## src/design/urx_pkg.sv

```systemverilog
// Constants, register map and state encoding for the serial receiver
`default_nettype none
package urx_pkg;
   // Register bus geometry
   localparam int ADDR_W = 4;
   localparam int DATA_W = 16;
   localparam int WORD_W = 9;

   // Register offsets (byte addresses)
   localparam logic [3:0] ADDR_CTRL = 4'h0;
   localparam logic [3:0] ADDR_BAUD = 4'h4;
   localparam logic [3:0] ADDR_STAT = 4'h8;
   localparam logic [3:0] ADDR_DATA = 4'hC;

   // Fields of serial_ctrl_one
   localparam int CTRL_W = 6;
   localparam int CB_RX_EN = 0;
   localparam int CB_WL9 = 1;
   localparam int CB_PAR_EN = 2;
   localparam int CB_PAR_ODD = 3;
   localparam int CB_STOP2 = 4;
   localparam int CB_INT_EN = 5;
   localparam logic [5:0] CTRL_RST = 6'h00;
   localparam logic [15:0] BAUD_RST = 16'h0000;

   // Fields of serial_status_reg
   localparam int SB_AVAIL = 0;
   localparam int SB_IDLE = 1;
   localparam int SB_OVR = 2;
   localparam int SB_NOISE = 3;
   localparam int SB_FRAME_ERR_FLAG = 4;
   localparam int SB_PARITY_ERR_FLAG = 5;
   localparam int SB_NINTH = 6;

   // Oversampling phases within one bit period, and word lengths in bits
   localparam logic [3:0] PH_FIRST = 4'h0;
   localparam logic [3:0] PH_SAMP_LO = 4'h7;
   localparam logic [3:0] PH_SAMP_HI = 4'h9;
   localparam logic [3:0] PH_VOTE = 4'hA;
   localparam logic [3:0] PH_LAST = 4'hF;
   localparam logic [3:0] BITS_8 = 4'h8;
   localparam logic [3:0] BITS_9 = 4'h9;

   typedef enum logic [5:0] {
      URX_HUNT = 6'h01,
      URX_START = 6'h02,
      URX_DATA = 6'h04,
      URX_STOP = 6'h08,
      URX_STOP2 = 6'h10,
      URX_WAITHI = 6'h20
   } urx_state_t;
endpackage
`default_nettype wire

```

## src/design/urx_line_filt.sv

```systemverilog
// Line input synchroniser and three-sample majority voter
`default_nettype none
module urx_line_filt (
   // Clock, reset, enable
   input wire logic clk_sys,
   input wire logic arst_n,
   input wire logic ce,
   // Raw serial line
   input wire logic rx_pin,
   // Sample strobe and results
   input wire logic samp_en,
   output logic line,
   output logic maj,
   output logic noisy
);
   logic s1;
   logic s2;
   logic s3;
   logic [2:0] samp;

   always_ff @(posedge clk_sys or negedge arst_n) begin
      if (!arst_n) begin
         s1 <= 1'b1;
         s2 <= 1'b1;
         s3 <= 1'b1;
      end else if (ce) begin
         s1 <= rx_pin;
         s2 <= s1;
         s3 <= s2;
      end
   end

   // A change counts only once the last two stages agree
   always_ff @(posedge clk_sys or negedge arst_n) begin
      if (!arst_n) begin
         line <= 1'b1;
      end else if (ce && (s2 == s3)) begin
         line <= s3;
      end
   end

   always_ff @(posedge clk_sys or negedge arst_n) begin
      if (!arst_n) begin
         samp <= 3'h7;
      end else if (ce && samp_en) begin
         samp <= {samp[1:0], line};
      end
   end

   assign maj = (samp[0] & samp[1]) | (samp[1] & samp[2]) | (samp[0] & samp[2]);
   assign noisy = (samp != 3'h0) && (samp != 3'h7);
endmodule
`default_nettype wire

```

## src/design/urx_receiver.sv

```systemverilog
// Receive half of an asynchronous serial port with two-word buffer
`default_nettype none
module urx_receiver #(
   parameter int DEPTH = 2
) (
   // Clock, reset, enable
   input wire logic clk_sys,
   input wire logic arst_n,
   input wire logic ce,
   // Register port
   input wire logic [urx_pkg::ADDR_W-1:0] addr,
   input wire logic [urx_pkg::DATA_W-1:0] wr_data,
   input wire logic wr_en,
   input wire logic rd_en,
   output logic [urx_pkg::DATA_W-1:0] rd_data,
   // Serial line and receive request
   input wire logic rx_pin,
   output logic rx_irq
);
   localparam int PTR_W = (DEPTH > 1) ? $clog2(DEPTH) : 1;
   localparam int CNT_W = $clog2(DEPTH + 1);
   localparam int ENT_W = urx_pkg::WORD_W + 3;

   logic [urx_pkg::CTRL_W-1:0] serial_ctrl_one;
   logic [urx_pkg::DATA_W-1:0] baud_divisor;
   logic [urx_pkg::DATA_W-1:0] div_cnt;
   urx_pkg::urx_state_t state;
   logic [3:0] phase;
   logic [3:0] bit_cnt;
   logic [urx_pkg::WORD_W-1:0] rx_shift_reg;
   logic noise_acc;
   logic line;
   logic line_prev;
   logic maj;
   logic noisy;
   logic push;
   logic [ENT_W-1:0] push_ent;
   logic [ENT_W-1:0] fifo_mem [DEPTH];
   logic [PTR_W-1:0] rd_ptr;
   logic [PTR_W-1:0] wr_ptr;
   logic [CNT_W-1:0] count;
   logic overrun_flag;
   logic rx_idle_flag;
   logic clr_armed;

   wire rx_enable = serial_ctrl_one[urx_pkg::CB_RX_EN];
   wire word_len_sel = serial_ctrl_one[urx_pkg::CB_WL9];
   wire parity_en = serial_ctrl_one[urx_pkg::CB_PAR_EN];
   wire parity_type_sel = serial_ctrl_one[urx_pkg::CB_PAR_ODD];
   wire stop_two = serial_ctrl_one[urx_pkg::CB_STOP2];
   wire rx_int_en = serial_ctrl_one[urx_pkg::CB_INT_EN];

   wire ovs_tick = (div_cnt == '0);
   wire samp_en = ovs_tick && (phase >= urx_pkg::PH_SAMP_LO) && (phase <= urx_pkg::PH_SAMP_HI);
   wire vote = ovs_tick && (phase == urx_pkg::PH_VOTE);
   wire bit_end = ovs_tick && (phase == urx_pkg::PH_LAST);
   wire start_det = rx_enable && (state == urx_pkg::URX_HUNT) && line_prev && !line;
   wire fin = vote && (((state == urx_pkg::URX_STOP) && !(stop_two && maj))
      || (state == urx_pkg::URX_STOP2));
   wire full = (count == CNT_W'(DEPTH));
   wire avail = (count != '0);
   wire rd_stat = rd_en && (addr == urx_pkg::ADDR_STAT);
   wire rd_dat = rd_en && (addr == urx_pkg::ADDR_DATA);
   wire pop = rd_dat && avail;
   wire push_ok = push && (!full || pop);
   wire ovr_evt = push && full && !pop;
   wire [ENT_W-1:0] head = fifo_mem[rd_ptr];

   // Word as received: 8-bit frames are shifted down into the lower bits
   function automatic logic [urx_pkg::WORD_W-1:0] align_word(
      input logic [urx_pkg::WORD_W-1:0] sr,
      input logic wl9
   );
      align_word = wl9 ? sr : {1'b0, sr[urx_pkg::WORD_W-1:1]};
   endfunction

   function automatic logic [PTR_W-1:0] ptr_inc(input logic [PTR_W-1:0] p);
      ptr_inc = (p == PTR_W'(DEPTH - 1)) ? '0 : p + PTR_W'(1);
   endfunction

   urx_line_filt u_filt (
      .clk_sys(clk_sys),
      .arst_n(arst_n),
      .ce(ce),
      .rx_pin(rx_pin),
      .samp_en(samp_en),
      .line(line),
      .maj(maj),
      .noisy(noisy)
   );

   // Control register writes
   always_ff @(posedge clk_sys or negedge arst_n) begin
      if (!arst_n) begin
         serial_ctrl_one <= urx_pkg::CTRL_RST;
         baud_divisor <= urx_pkg::BAUD_RST;
      end else if (ce && wr_en) begin
         if (addr == urx_pkg::ADDR_CTRL) begin
            serial_ctrl_one <= wr_data[urx_pkg::CTRL_W-1:0];
         end else if (addr == urx_pkg::ADDR_BAUD) begin
            baud_divisor <= wr_data;
         end
      end
   end

   // Sixteen-times oversampling tick from the divisor
   always_ff @(posedge clk_sys or negedge arst_n) begin
      if (!arst_n) begin
         div_cnt <= '0;
      end else if (ce) begin
         if (ovs_tick || (state == urx_pkg::URX_HUNT)) begin
            div_cnt <= baud_divisor;
         end else begin
            div_cnt <= div_cnt - urx_pkg::DATA_W'(1);
         end
      end
   end

   always_ff @(posedge clk_sys or negedge arst_n) begin
      if (!arst_n) begin
         line_prev <= 1'b1;
      end else if (ce) begin
         line_prev <= line;
      end
   end

   // Frame state machine
   always_ff @(posedge clk_sys or negedge arst_n) begin
      if (!arst_n) begin
         state <= urx_pkg::URX_HUNT;
         phase <= urx_pkg::PH_FIRST;
         bit_cnt <= '0;
         rx_shift_reg <= '0;
         noise_acc <= 1'b0;
      end else if (ce) begin
         if (ovs_tick && (state != urx_pkg::URX_HUNT)) begin
            phase <= phase + 4'h1;
         end
         if (!rx_enable) begin
            state <= urx_pkg::URX_HUNT;
            phase <= urx_pkg::PH_FIRST;
         end else begin
            case (state)
               urx_pkg::URX_HUNT: begin
                  phase <= urx_pkg::PH_FIRST;
                  if (start_det) begin
                     state <= urx_pkg::URX_START;
                     noise_acc <= 1'b0;
                     bit_cnt <= '0;
                  end
               end
               urx_pkg::URX_START: begin
                  if (vote) begin
                     noise_acc <= noisy;
                     if (maj) begin
                        state <= urx_pkg::URX_HUNT;
                     end
                  end else if (bit_end) begin
                     state <= urx_pkg::URX_DATA;
                  end
               end
               urx_pkg::URX_DATA: begin
                  if (vote) begin
                     rx_shift_reg <= {maj, rx_shift_reg[urx_pkg::WORD_W-1:1]};
                     noise_acc <= noise_acc | noisy;
                  end else if (bit_end) begin
                     if (bit_cnt == ((word_len_sel ? urx_pkg::BITS_9 : urx_pkg::BITS_8)
                           - 4'h1)) begin
                        state <= urx_pkg::URX_STOP;
                     end
                     bit_cnt <= bit_cnt + 4'h1;
                  end
               end
               urx_pkg::URX_STOP: begin
                  if (vote) begin
                     noise_acc <= noise_acc | noisy;
                  end
                  if (fin) begin
                     state <= maj ? urx_pkg::URX_HUNT : urx_pkg::URX_WAITHI;
                  end else if (bit_end) begin
                     state <= urx_pkg::URX_STOP2;
                  end
               end
               urx_pkg::URX_STOP2: begin
                  if (fin) begin
                     state <= maj ? urx_pkg::URX_HUNT : urx_pkg::URX_WAITHI;
                  end
               end
               urx_pkg::URX_WAITHI: begin
                  phase <= urx_pkg::PH_FIRST;
                  if (line) begin
                     state <= urx_pkg::URX_HUNT;
                  end
               end
               default: begin
                  state <= urx_pkg::URX_HUNT;
               end
            endcase
         end
      end
   end

   // Completed frame with its error flags, one cycle after the stop vote
   always_ff @(posedge clk_sys or negedge arst_n) begin
      if (!arst_n) begin
         push <= 1'b0;
         push_ent <= '0;
      end else if (ce) begin
         push <= fin && rx_enable;
         if (fin) begin
            push_ent[urx_pkg::WORD_W-1:0] <= align_word(rx_shift_reg, word_len_sel);
            push_ent[urx_pkg::WORD_W] <= !maj;
            push_ent[urx_pkg::WORD_W+1] <= parity_en
               && ((^align_word(rx_shift_reg, word_len_sel)) != parity_type_sel);
            push_ent[urx_pkg::WORD_W+2] <= noise_acc | noisy;
         end
      end
   end

   // Two-deep receive buffer
   always_ff @(posedge clk_sys or negedge arst_n) begin
      if (!arst_n) begin
         rd_ptr <= '0;
         wr_ptr <= '0;
         count <= '0;
      end else if (ce) begin
         if (push_ok) begin
            wr_ptr <= ptr_inc(wr_ptr);
         end
         if (pop) begin
            rd_ptr <= ptr_inc(rd_ptr);
         end
         if (push_ok && !pop) begin
            count <= count + CNT_W'(1);
         end else if (pop && !push_ok) begin
            count <= count - CNT_W'(1);
         end
      end
   end

   always_ff @(posedge clk_sys) begin
      if (ce && push_ok) begin
         fifo_mem[wr_ptr] <= push_ent;
      end
   end

   // Overrun is sticky until status read then data read; a new overrun wins
   always_ff @(posedge clk_sys or negedge arst_n) begin
      if (!arst_n) begin
         overrun_flag <= 1'b0;
         clr_armed <= 1'b0;
      end else if (ce) begin
         if (rd_stat) begin
            clr_armed <= 1'b1;
         end else if (rd_dat) begin
            clr_armed <= 1'b0;
         end
         if (ovr_evt) begin
            overrun_flag <= 1'b1;
         end else if (rd_dat && clr_armed) begin
            overrun_flag <= 1'b0;
         end
      end
   end

   always_ff @(posedge clk_sys or negedge arst_n) begin
      if (!arst_n) begin
         rx_idle_flag <= 1'b1;
      end else if (ce) begin
         if (start_det) begin
            rx_idle_flag <= 1'b0;
         end else if (fin || !rx_enable || ((state == urx_pkg::URX_START) && vote && maj)) begin
            rx_idle_flag <= 1'b1;
         end
      end
   end

   always_ff @(posedge clk_sys or negedge arst_n) begin
      if (!arst_n) begin
         rx_irq <= 1'b0;
      end else if (ce) begin
         rx_irq <= rx_int_en && (push_ok || ovr_evt);
      end
   end

   // Register reads, data valid the cycle after the strobe
   always_ff @(posedge clk_sys or negedge arst_n) begin
      if (!arst_n) begin
         rd_data <= '0;
      end else if (ce) begin
         rd_data <= '0;
         if (rd_en && (addr == urx_pkg::ADDR_CTRL)) begin
            rd_data[urx_pkg::CTRL_W-1:0] <= serial_ctrl_one;
         end else if (rd_en && (addr == urx_pkg::ADDR_BAUD)) begin
            rd_data <= baud_divisor;
         end else if (rd_stat) begin
            rd_data[urx_pkg::SB_AVAIL] <= avail;
            rd_data[urx_pkg::SB_IDLE] <= rx_idle_flag;
            rd_data[urx_pkg::SB_OVR] <= overrun_flag;
            rd_data[urx_pkg::SB_NOISE] <= avail && head[urx_pkg::WORD_W+2];
            rd_data[urx_pkg::SB_FRAME_ERR_FLAG] <= avail && head[urx_pkg::WORD_W];
            rd_data[urx_pkg::SB_PARITY_ERR_FLAG] <= avail && head[urx_pkg::WORD_W+1];
            rd_data[urx_pkg::SB_NINTH] <= avail && head[urx_pkg::WORD_W-1];
         end else if (rd_dat && avail) begin
            rd_data[7:0] <= head[7:0];
         end
      end
   end

   avail_report_a: assert property (@(posedge clk_sys) disable iff (!arst_n)
      ce && rd_stat |=> rd_data[urx_pkg::SB_AVAIL] == ($past(count) != '0))
      else $error("status avail bit disagrees with buffer fill");

   ovr_set_a: assert property (@(posedge clk_sys) disable iff (!arst_n)
      ce && push && full && !pop |=> overrun_flag && (count == $past(count)))
      else $error("overrun not flagged or buffer changed");

   ovr_clear_a: assert property (@(posedge clk_sys) disable iff (!arst_n)
      ce && rd_stat ##1 ce && rd_dat && !ovr_evt |=> !overrun_flag)
      else $error("overrun not cleared by status then data read");

   irq_req_a: assert property (@(posedge clk_sys) disable iff (!arst_n)
      ce && rx_int_en && (push_ok || ovr_evt) |=> rx_irq)
      else $error("receive request missing");

   hunt_off_a: assert property (@(posedge clk_sys) disable iff (!arst_n)
      ce && !rx_enable |=> state == urx_pkg::URX_HUNT)
      else $error("receiver left hunt while disabled");

   break_wait_a: assert property (@(posedge clk_sys) disable iff (!arst_n)
      ce && rx_enable && (state == urx_pkg::URX_WAITHI) && !line
      |=> state == urx_pkg::URX_WAITHI)
      else $error("low line taken as new start");

   idle_track_a: assert property (@(posedge clk_sys) disable iff (!arst_n)
      ce && start_det |=> !rx_idle_flag ##0 (state == urx_pkg::URX_START))
      else $error("idle flag not dropped at start");

   pop_count_a: assert property (@(posedge clk_sys) disable iff (!arst_n)
      ce && pop && !push_ok |=> count == $past(count) - CNT_W'(1))
      else $error("data read did not pop");

   frame_err_a: assert property (@(posedge clk_sys) disable iff (!arst_n)
      ce && fin && !maj |=> push_ent[urx_pkg::WORD_W])
      else $error("low stop bit without framing error");
endmodule
`default_nettype wire

```

## config.mk

```make
export PLATFORM = sky130hd
export DESIGN_NAME = urx_receiver
export DESIGN_NICKNAME = d
export VERILOG_FILES = /design/src/design/urx_pkg.sv /design/src/design/urx_line_filt.sv /design/src/design/urx_receiver.sv
export SDC_FILE = /design/constraint.sdc
export NUM_CORES = 1
export LEC_CHECK = 0
export ABC_AREA = 1
export BUFFER_PORTS_ARGS = -buffer_cell sky130_fd_sc_hd__buf_2
export CAP_MARGIN = 20
export CORE_MARGIN = 5
export CORE_UTILIZATION = 60
export CTS_CLUSTER_DIAMETER = 60
export DETAILED_ROUTE_END_ITERATION = 16
export GPL_TIMING_DRIVEN = 0
export PLACE_DENSITY = 0.77
export SYNTH_ARGS = -nofsm -noshare
export SYNTH_HDL_FRONTEND = slang
export SYNTH_HIERARCHICAL = 1
export SYNTH_SLANG_ARGS = --single-unit
```

## constraint.sdc

```tcl
create_clock -name clk_sys -period 2.3 [get_ports clk_sys]
set_clock_uncertainty 0.15 [all_clocks]
set_input_delay 0.345 -clock clk_sys [delete_from_list [all_inputs] [get_ports clk_sys]]
set_output_delay 0.345 -clock clk_sys [all_outputs]
set_load 0.01 [all_outputs]
```

## After elaboration in Yosys (flattened, before gate mapping)

Memory sizes are Yosys's and may differ from the RTL's.
Cells that the tools add are included.

- Register bits: 107
- Latch bits: 0
- Bits in writable memories: 24
- Memory bits (read-only): 0
- Memories kept: 1

- Add/subtract/negate cells: 8
- Multipliers: 0
- Div/mod/pow operators: 0
- Magnitude comparators: 2
- Eq/ne operators: 32
- Shift-type cells: 0
- Multiplexer cells: 47
- Bitwise logic cells: 7
- Reduce and logical (&&, ||, !) cells: 76

Memory list:

| memory | depth | width | read ports | clocked after memory_dff | write ports | RTL line | source |
|---|---|---|---|---|---|---|---|
| fifo_mem | 2 | 12 | 1 | 0 | 1 | urx_receiver.sv:38 | `logic [ENT_W-1:0] fifo_mem [DEPTH];` |

Operator list:

| cell | number |
|---|---|
| two-way mux 6 bit | 14 |
| logical AND 1 bit | 36 |
| case mux 6 bit (6 select lines) | 1 |
| two-way mux 4 bit | 6 |
| two-way mux 8 bit | 3 |
| inequality test 3 bit, second input constant | 6 |
| AND reduction 2 bit | 9 |
| == test 4 bit, second input constant | 4 |
| logical NOT 16 bit | 1 |
| two-way mux 16 bit | 1 |
| subtractor 16 x 1 -> 16 bit, second input constant | 1 |
| two-way mux 1 bit | 15 |
| inequality test 4 bit, second input constant | 3 |
| AND reduction 6 bit | 2 |
| nonzero test 2 bit | 6 |
| two-way mux 10 bit | 1 |
| AND reduction 10 bit | 1 |
| two-way mux 9 bit | 1 |
| XOR reduction 9 bit | 1 |
| adder 4 x 1 -> 4 bit, second input constant | 2 |
| inequality test 2 bit, second input constant | 4 |
| case mux 4 bit (2 select lines) | 1 |
| logical NOT 1 bit | 7 |
| two-way mux 7 bit | 1 |
| other kinds (31) | 45 |

## Depth between registers and ports, before layout

Gate-level depths: netlist of run 1.

- Word-level depth: 12
- Depth in mapped cells: 14

## Hierarchy

The synthesis of run 1 kept the hierarchy.

By module, submodules not included:

| module | instances | cells an instance | area each (um^2) |
|---|---|---|---|
| urx_receiver | 1 | 747 | 6328.6 |
| urx_line_filt | 1 | 40 | 327.8 |

## Worst setup path before layout of run 1

No wires, ideal clock.

- Kind: input port to flip-flop
- From: input addr[1] in the netlist's numbering
- To: register count[1]
- Setup time: 0.131 ns
- Arrival: 1.881 ns
- Data required time: 2.019 ns
- Slack: 0.138 ns
- Cell stages on the path: 9
- Cell sequence: nor2_1 > nand3_1 > nor2_2 > inv_1 > ha_1 > or2_2 > a21oi_1 > o21ai_0 > xor2_1

- Longest elaborated chain between the ends: 9

RTL lines:

| item | RTL line | source |
|---|---|---|
| start, declared | urx_receiver.sv:11 | `input wire logic [urx_pkg::ADDR_W-1:0] addr,` |
| == test 4 bit * | urx_receiver.sv:63 | `wire rd_dat = rd_en && (addr == urx_pkg::ADDR_DATA);` |
| logical AND 1 bit * | urx_receiver.sv:63 |  |
| logical AND 1 bit * | urx_receiver.sv:64 | `wire pop = rd_dat && avail;` |
| logical OR 1 bit | urx_receiver.sv:65 | `wire push_ok = push && (!full \|\| pop);` |
| logical AND 1 bit | urx_receiver.sv:65 |  |
| logical NOT 1 bit | urx_receiver.sv:235 | `end else if (pop && !push_ok) begin` |
| logical AND 1 bit | urx_receiver.sv:235 |  |
| nonzero test 2 bit (no line) | - |  |
| AND reduction 2 bit (no line) | - |  |
| end signal, assigned | urx_receiver.sv:234 | `count <= count + CNT_W'(1);` |
| end signal, assigned | urx_receiver.sv:236 | `count <= count - CNT_W'(1);` |
| end, declared | urx_receiver.sv:41 | `logic [CNT_W-1:0] count;` |

Mark *: on every way between the ends. The rest lies on a longest branch, timed or not.
A chain may end at the register's enable or synchronous reset.

## Worst setup path in the final report of run 1

- From: register u_filt.samp[1]
- To: register state[5]

- Longest elaborated chain between the ends: 11

RTL lines:

| item | RTL line | source |
|---|---|---|
| start, declared | urx_line_filt.sv:19 | `logic [2:0] samp;` |
| start signal, assigned | urx_line_filt.sv:46 | `samp <= {samp[1:0], line};` |
| bitwise AND 1 bit | urx_line_filt.sv:50 | `assign maj = (samp[0] & samp[1]) \| (samp[1] & samp[2]) \| (samp[0] & samp[2]);` |
| bitwise OR 1 bit * (2 in a row) | urx_line_filt.sv:50 |  |
| via maj | urx_receiver.sv:34 | `logic maj;` |
| logical AND 1 bit | urx_receiver.sv:58 | `wire fin = vote && (((state == urx_pkg::URX_STOP) && !(stop_two && maj))` |
| logical NOT 1 bit | urx_receiver.sv:58 |  |
| logical AND 1 bit | urx_receiver.sv:58 |  |
| logical OR 1 bit | urx_receiver.sv:59 | `\|\| (state == urx_pkg::URX_STOP2));` |
| logical AND 1 bit | urx_receiver.sv:58 |  |
| two-way mux 6 bit | urx_receiver.sv:178 | `if (fin) begin` |
| case mux 6 bit (6 select lines) | urx_receiver.sv:143 | `case (state)` |
| two-way mux 6 bit | urx_receiver.sv:139 | `if (!rx_enable) begin` |
| end signal, assigned | urx_receiver.sv:140 | `state <= urx_pkg::URX_HUNT;` |
| end signal, assigned | urx_receiver.sv:179 | `state <= maj ? urx_pkg::URX_HUNT : urx_pkg::URX_WAITHI;` |
| end signal, assigned | urx_receiver.sv:181 | `state <= urx_pkg::URX_STOP2;` |
| end, declared | urx_receiver.sv:27 | `urx_pkg::urx_state_t state;` |

The timed path passes the listed nets; every way through them passes the cells marked *. The select of a mux whose other input is x is not followed.

==> results of run 1 <==
[routing by layer]
| metal | vias to the layer above | global-route usage | share of wire |
|---|---|---|---|
| li1 | 2714 | - | - |
| met1 | 2717 | 0.341 | 0.43 |
| met2 | 227 | 0.414 | 0.47 |
| met3 | 46 | 0.0689 | 0.076 |
| met4 | 0 | 0.107 | 0.027 |
| met5 | - | 0 | 0 |
[per-stage QoR]
step / utilization / TNS [ns]
after CTS: 0.724 / 0
after global routing: 0.726 / 0
after floorplan: - / 0
after detailed placement: 0.652 / -4.77
final: 0.726 / 0
after global placement: 0.650 / -40.57
[worst register-to-register path, stage by stage, from the launching register on]
cell and delay, ns:
dfstp_2 0.56, nand2_1 0.07, a21oi_1 0.46, nor2_1 0.18, nand3_1 0.12, nand2_1 0.10, nor2_4 0.21, nand2_4 0.09
nand2_1 0.07, nand2_1 0.05
[worst max path at each step]
stage	from	end	slack (ns)
after floorplan	addr[1]	count[1]	0.14
after global placement	arst_n	rx_shift_reg[1]	-0.40
after detailed placement	addr[1]	count[1]	-0.25
after CTS	phase[0]	push_ent[10]	0.14
after global routing	u_filt/samp[1]	state[3]	0.003
final	u_filt/samp[1]	state[5]	0.13
[power groups by stage]
stage / logic (mW) / registers [mW] / clock network, mW
after floorplan: 0.973 / 2.83 / 0
after global placement: 1.23 / 2.87 / 0
after detailed placement: 1.28 / 2.88 / 0
after CTS: 1.34 / 2.85 / 2.65
after global routing: 1.52 / 2.89 / 2.77
final: 1.35 / 2.86 / 2.64
[cell type report]
cell class	instances	share of cell area
clock inverter	10	0.0124
tap	140	0.0223
inverter	95	0.0459
timing repair buffer	64	0.0567
clock buffer	22	0.0629
sequential	131	0.433
buffer	24	0.0164
multi-input combinational	537	0.350
[logic make-up after synthesis]
group | after synthesis | share of synthesized area
AND/OR/NAND/NOR | 356 | 0.239
AO/OA/AOI/OAI | 140 | 0.111
flip-flops | 131 | 0.512
buffers and inverters | 119 | 0.0737
XOR/XNOR | 18 | 0.0237
multiplexers | 16 | 0.0265
adder cells (fa/ha/maj) | 7 | 0.0132
[cell usage in the layout, fill, tap and decap left out, drive strengths merged, types with 9 or more instances in the layout]
master         n
a21oi         36
dfrtp         97
dlygate4sd3   18
inv           94
nand4          9
buf           60
nand3         39
nand2        219
mux2          13
edfxtp        24
nor2          75
xor2          13
clkbuf        32
o21ai         88
dfstp         10
[what timing repair did]
| action | in CTS | in global routing |
|---|---|---|
| buffers inserted | 0 | 1 |
| hold buffers | 18 | 0 |
| endpoints found under the setup margin | 0 | 1 |
| endpoints found under the hold margin | 58 | 0 |
==> metrics.yaml, run 1 <==
drt:
  drtPass1Iterations: 5
  routed-via-count: 5704
  ant_nets: 0
  drc_errors: 0
  totalWireLength_microns: 16200
  drtIter0Drc: 433
  wl_per_cell_microns: 15.8
  routed_via_density: 5.58
floorplanning:
  fp.dieH_microns: 115
  core_sq_um: 10800
  io_pins: 43
  die-area_sq_um: 13300
  start_util: 0.614
  die_x_microns: 115
  rows: 38
final_layout:
  largest_register_ffs: 24
  drive_gt1_frac: 0.171
  finalNonFillerCells: 1023
  antenna_cells: 0
  final-seq-area_sq_um: 3410
  design_area_sq_um: 7870
  final_nets: 903
  regMostFlops: "fifo_mem"
  num-fill-cells: 787
  multi_input_area_sq_um: 2760
  area_growth_pct: 18.3
timing:
  slew_headroom: 0.554
  fin_crit_ns: 2.17
  rsz0062_at_grt: "false"
  fmax_ghz: 0.461
  fin_crit_sh: 0.943
  slew_viol_final: 0
  setup_violations: 0
  fin_ws_ns: 0.130
  holdWs_ns: 0.0307
  hold_viol_final: 0
  tightest_slew_ns: 0.662
critical_path:
  reg2reg_from: "u_filt/samp[1]"
  start_kind: "flop"
  cp_data_arrival_time_ns: 2.44
  cpLargestDelayFamily: "simple AND/OR/NAND/NOR gates"
  crit_fanout: 6
  r2r_cells: 9
  cpPeakStageDelay_ns: 0.56
  crit_chain: "nand2_1 -> a21oi_1 -> nor2_1 -> nand3_1 -> nand2_1 -> nor2_4 -> nand2_4 -> nand2_1 -> nand2_1"
  cp_common_cell: "nand2_1"
  critPathSlowestCell: "dfstp_2"
  setup.worst_path.class: "flop to flop"
  r2r_setup_slack_ns: 0.13
  worst_setup_path_end_kind: "flop"
  cp.depth: 9
  regToRegEndpoint: "state[5]"
  required_ns: 2.57
  critical_path_buf_inv_count: 0
logic_synthesis:
  synth_enable_flop_cells: 24
  synth_cells: 787
  syn-num-nets: 820
  synth_area_per_cell_sq_um: 8.46
  synth_area_leaders: "dfrtp_1 (36%), nand2_1 (12%), edfxtp_1 (11%)"
  async_flop_share: 0.817
  synth_warnings: 6
  netlist.area_leader.share: 0.365
  ys_ff_latch: 131
  syn_area_sq_um: 6660
  synth_common_cells: "nand2_1 (211), dfrtp_1 (97), inv_1 (90), o21ai_0 (75), nor2_1 (58)"
  ys_types: 47
  ys_seq_area_frac: 0.512
  yosysTopAreaCell: "dfrtp_1"
  synth.most_common_cell: "nand2_1"
  synth_ff_type: "dfrtp_1"
global_routing:
  antenna_found_initial: 0
  grt_pass1_wl_microns: 26800
  grt_pass1_vias: 5641
  overflow: 0
  grt_max_degree: 73
  grt.total_usage: 0.260
pwr:
  p_clk_frac: 0.386
  power_frac_comb: 0.197
  internal_power_mw: 4.73
  leakage_nw: 3.84
  power.switching_mw: 2.11
  swShare: 0.308
  peakVddDrop_mv: 0.631
  p_seq_frac: 0.418
  p_per_area_nw_per_um2: 869
  finalPower_mw: 6.84
min_path:
  hold_start: "ce"
  holdPathEnd: "u_filt/s3"
  whs_path_depth: 3
  hp-class: "primary input to flop"
placed_design:
  io_buffers: 42
  placed_area_sq_um: 7070
  dp_hpwl_microns: 11300
  dp_slack_ns: -0.252
  gp_congestion: 0.865
  dp.cells: 970
clock_tree:
  postCtsResizedCells: 0
  cts_buffers: 17
  htree_levels: 4
  cts_max_path_buffers: 2
  clkTransAtPathRegs_ns: 0.06
  cts_sinks: 131
  clockRootBuffer: "clkbuf_8"
  clock_latency_ns: 0.53
  cts_tree: "yes"
outcome:
  status: "complete, no violations"
flow_run:
  drv_cap: 0
Power figures use the tool's default switching activity.
==> inputs of run 2 (changes only) <==
ABC_AREA = default   (was 1)
CORE_UTILIZATION = 50   (was 60)
PLACE_DENSITY = 0.66   (was 0.77)
==> run 2 against run 1 <==
  * The flow now finishes with violations (setup timing)
  * Utilization down 7.2 points
  * Cell area up 4.9%
  * Cell count down 14%
  * Clock-buffer cell count down 3
  * Sequential power up 10%
  * Global-route usage down 3.4 points
  * Routed wire length up 5.5%
  * Clock power up 3%
  * Die area up 14%
  * Fmax down 21%
  * Hold slack worse by 0.017 ns
  * Power up 24%
  * Critical path type unchanged
  * Critical endpoint is now rx_shift_reg[1]
  * Largest power group unchanged
==> metrics.yaml, run 2 <==
outcome:
  status: "finished, violations left"  # was complete, no violations
  violations: "setup timing"
clock_tree:
  cts_max_path_buffers: 2  # unchanged
  cts_sinks: 131  # unchanged
  cts_buffers: 17  # unchanged
  cts_tree: "yes"  # unchanged
  clockRootBuffer: "clkbuf_16"  # was clkbuf_8
  htree_levels: 4  # unchanged
  clkTransAtPathRegs_ns: 0.06  # about the same
  clock_latency_ns: 0.43  # was 0.53 ns
logic_synthesis:
  ys_types: 70  # was 47
  synth_ff_type: "dfrtp_1"  # unchanged
  synth_area_leaders: "dfrtp_1 (38%), edfxtp_1 (11%), mux2_2 (7.2%)"  # was dfrtp_1 (36%), nand2_1 (12%), edfxtp_1 (11%)
  ys_seq_area_frac: 0.532  # was 0.512
  synth.most_common_cell: "dfrtp_1"  # was nand2_1
  yosysTopAreaCell: "dfrtp_1"  # unchanged
  synth_enable_flop_cells: 24  # unchanged
  synth_area_per_cell_sq_um: 10.8  # was 8.46 sq um
  synth_warnings: 6  # unchanged
  netlist.area_leader.share: 0.378  # was 0.365
  synth_common_cells: "dfrtp_1 (97), o21ai_0 (54), nand2_1 (51), mux2_2 (41), nor2_1 (33)"  # was nand2_1 (211), dfrtp_1 (97), inv_1 (90), o21ai_0 (75), nor2_1 (58)
  synth_cells: 593  # was 787
  syn_area_sq_um: 6410  # was 6660 sq um
  async_flop_share: 0.817  # unchanged
  ys_ff_latch: 131  # unchanged
  syn-num-nets: 626  # was 820
final_layout:
  antenna_cells: 0  # unchanged
  num-fill-cells: 988  # was 787
  regMostFlops: "fifo_mem"  # unchanged
  design_area_sq_um: 8260  # was 7870 sq um
  layout_common_cells: "dfrtp_1 (91), nand2_1 (48), buf_2 (43)"  # was nand2_1 (211), dfrtp_1 (97), inv_1 (90)
  area_growth_pct: 28.8  # was 18.3%
  utilization: 0.655  # was 0.726
  drive_gt1_frac: 0.351  # was 0.171
  final_nets: 730  # was 903
  largest_register_ffs: 24  # unchanged
  final_common_cell: "dfrtp_1"  # was nand2_1
critical_path:
  cp_data_arrival_time_ns: 2.89  # was 2.44 ns
  required_ns: 2.46  # was 2.57 ns
  crit_fanout: 5  # was 6
  start_kind: "flop"  # unchanged
  setup.worst_path.class: "flop to flop"  # unchanged
  r2r_setup_slack_ns: -0.43  # was 0.13 ns
  worst_setup_path_end_kind: "flop"  # unchanged
min_path:
  hp-class: "primary input to flop"  # unchanged
global_routing:
  grt_max_degree: 61  # was 73
  grt_pass1_vias: 5016  # was 5641
  overflow: 0  # unchanged
  grt_pass1_wl_microns: 26200  # was 26800 microns
  grt.total_usage: 0.227  # was 0.260
  antenna_found_initial: 0  # unchanged
flow_run:
  drv_cap: 0  # unchanged
timing:
  hold_viol_final: 0  # unchanged
  fin_ws_ns: -0.433  # was 0.130 ns
  rsz0062_at_grt: "true"  # was false
  slew_viol_final: 0  # unchanged
  fmax_ghz: 0.366  # was 0.461 GHz
  slew_headroom: 0.255  # was 0.554
  fin_crit_sh: 1.19  # was 0.943
  setup_violations: 31  # was 0
  tightest_slew_ns: 1.11  # was 0.662 ns
  fin_crit_ns: 2.73  # was 2.17 ns
floorplanning:
  die_x_microns: 123  # was 115 microns
  io_pins: 43  # unchanged
  core_sq_um: 12600  # was 10800 sq um
  fp.dieH_microns: 123  # was 115 microns
  start_util: 0.508  # was 0.614
  die-area_sq_um: 15200  # was 13300 sq um
  rows: 41  # was 38
pwr:
  p_per_area_nw_per_um2: 1030  # was 869 nW/um^2
  finalPower_mw: 8.48  # was 6.84 mW
  leakage_nw: 3.56  # was 3.84 nW
  peakVddDrop_mv: 0.568  # was 0.631 mV
drt:
  ant_nets: 0  # unchanged
  routed-via-count: 5205  # was 5704
  drtIter0Drc: 505  # was 433
  drc_errors: 0  # unchanged
  routed_via_density: 5.90  # was 5.58
  drtPass1Iterations: 5  # unchanged
  wl_per_cell_microns: 19.4  # was 15.8 microns
  totalWireLength_microns: 17100  # was 16200 microns
placed_design:
  io_buffers: 42  # unchanged
  dp_hpwl_microns: 11100  # was 11300 microns
  gp_congestion: 0.890  # was 0.865
  placed_area_sq_um: 6910  # was 7070 sq um
run 2: cell families (layout without fill, tap and decap cells):
group	Yosys count	after routing	synth area share
simple gates	188	188	0.152
compound gates	140	140	0.142
buf+inv	50	167	0.0318
fa+ha+maj	8	8	0.0152
mux	61	61	0.107
xor+xnor	15	15	0.0205
flops	131	131	0.532
run 2: final cells by class:
class                   count  area (sq um)  share of cell area
clock buffers              19           433              0.0524
inverters                  24          90.1              0.0109
clock inverters            13           161              0.0195
repair buffers             90           646              0.0782
multi-input cells         412          3170               0.384
flip-flops and latches    131          3420               0.414
well taps                 172           215              0.0261
plain buffers              21           123              0.0148
run 2: per-stage QoR:
stage | setup TNS [ns] | std cells | worst slack, ns | hold slack [ns]
floorplan | -6.92 | 593 | -0.393 | -0.101
CTS | -9.10 | 863 | -0.455 | 0.000205
global route | -10.26 | 882 | -0.435 | 0.00136
detailed placement | -33.28 | 809 | -0.689 | 0.266
global placement | -81.10 | 807 | -0.695 | 0.304
finish | -9.28 | 882 | -0.433 | 0.0133
run 2: path summary, 6_finish.rpt:
check | depth (start not counted) | end | startpoint
max reg2reg | 6 | rx_shift_reg[1] | div_cnt[9]
max | 6 | rx_shift_reg[1] | div_cnt[9]
min | 2 | baud_divisor[9] | wr_data[9]
min reg2reg | 0 | fifo_mem[1][3] | push_ent[3]
min in group asynchronous | 2 | div_cnt[10] | arst_n
max in group asynchronous | 3 | push_ent[1] | arst_n
run 2: report_power, final:
group | leakage (nW) | switching (mW) | total, mW | internal [mW]
registers | 1.63 | 0.437 | 3.15 | 2.72
logic | 1.65 | 1.37 | 2.60 | 1.23
clock network | 0.281 | 1.03 | 2.73 | 1.70
total | 3.56 | 2.84 | 8.48 | 5.64
run 2: per-layer routing:
metal / vias to the layer above / routed length [microns] / share of wire / global-route usage
met2: 212 / 8360 / 0.49 / 0.365
met5: - / 0 / 0 / 0
met1: 2585 / 7310 / 0.43 / 0.305
met4: 0 / 288 / 0.017 / 0.0519
met3: 32 / 1110 / 0.065 / 0.0668
li1: 2376 / - / - / -
run 2: critical path, cell delays in order (launching register included):
cell	delay [ns]
dfrtp_1	0.43
or4_4	0.57
or3_4	0.42
nor3_4	0.20
nor3b_4	0.34
buf_6	0.19
mux2_4	0.31
run 2: repair_timing:
item                       in CTS  in global routing
cloned                          1                  0
gates resized for setup        69                 64
setup endpoints to repair      71                 55
buffers inserted               22                 23
pin swaps                      15                 26
hold buffers                    2                  1
hold endpoints to repair       38                  1
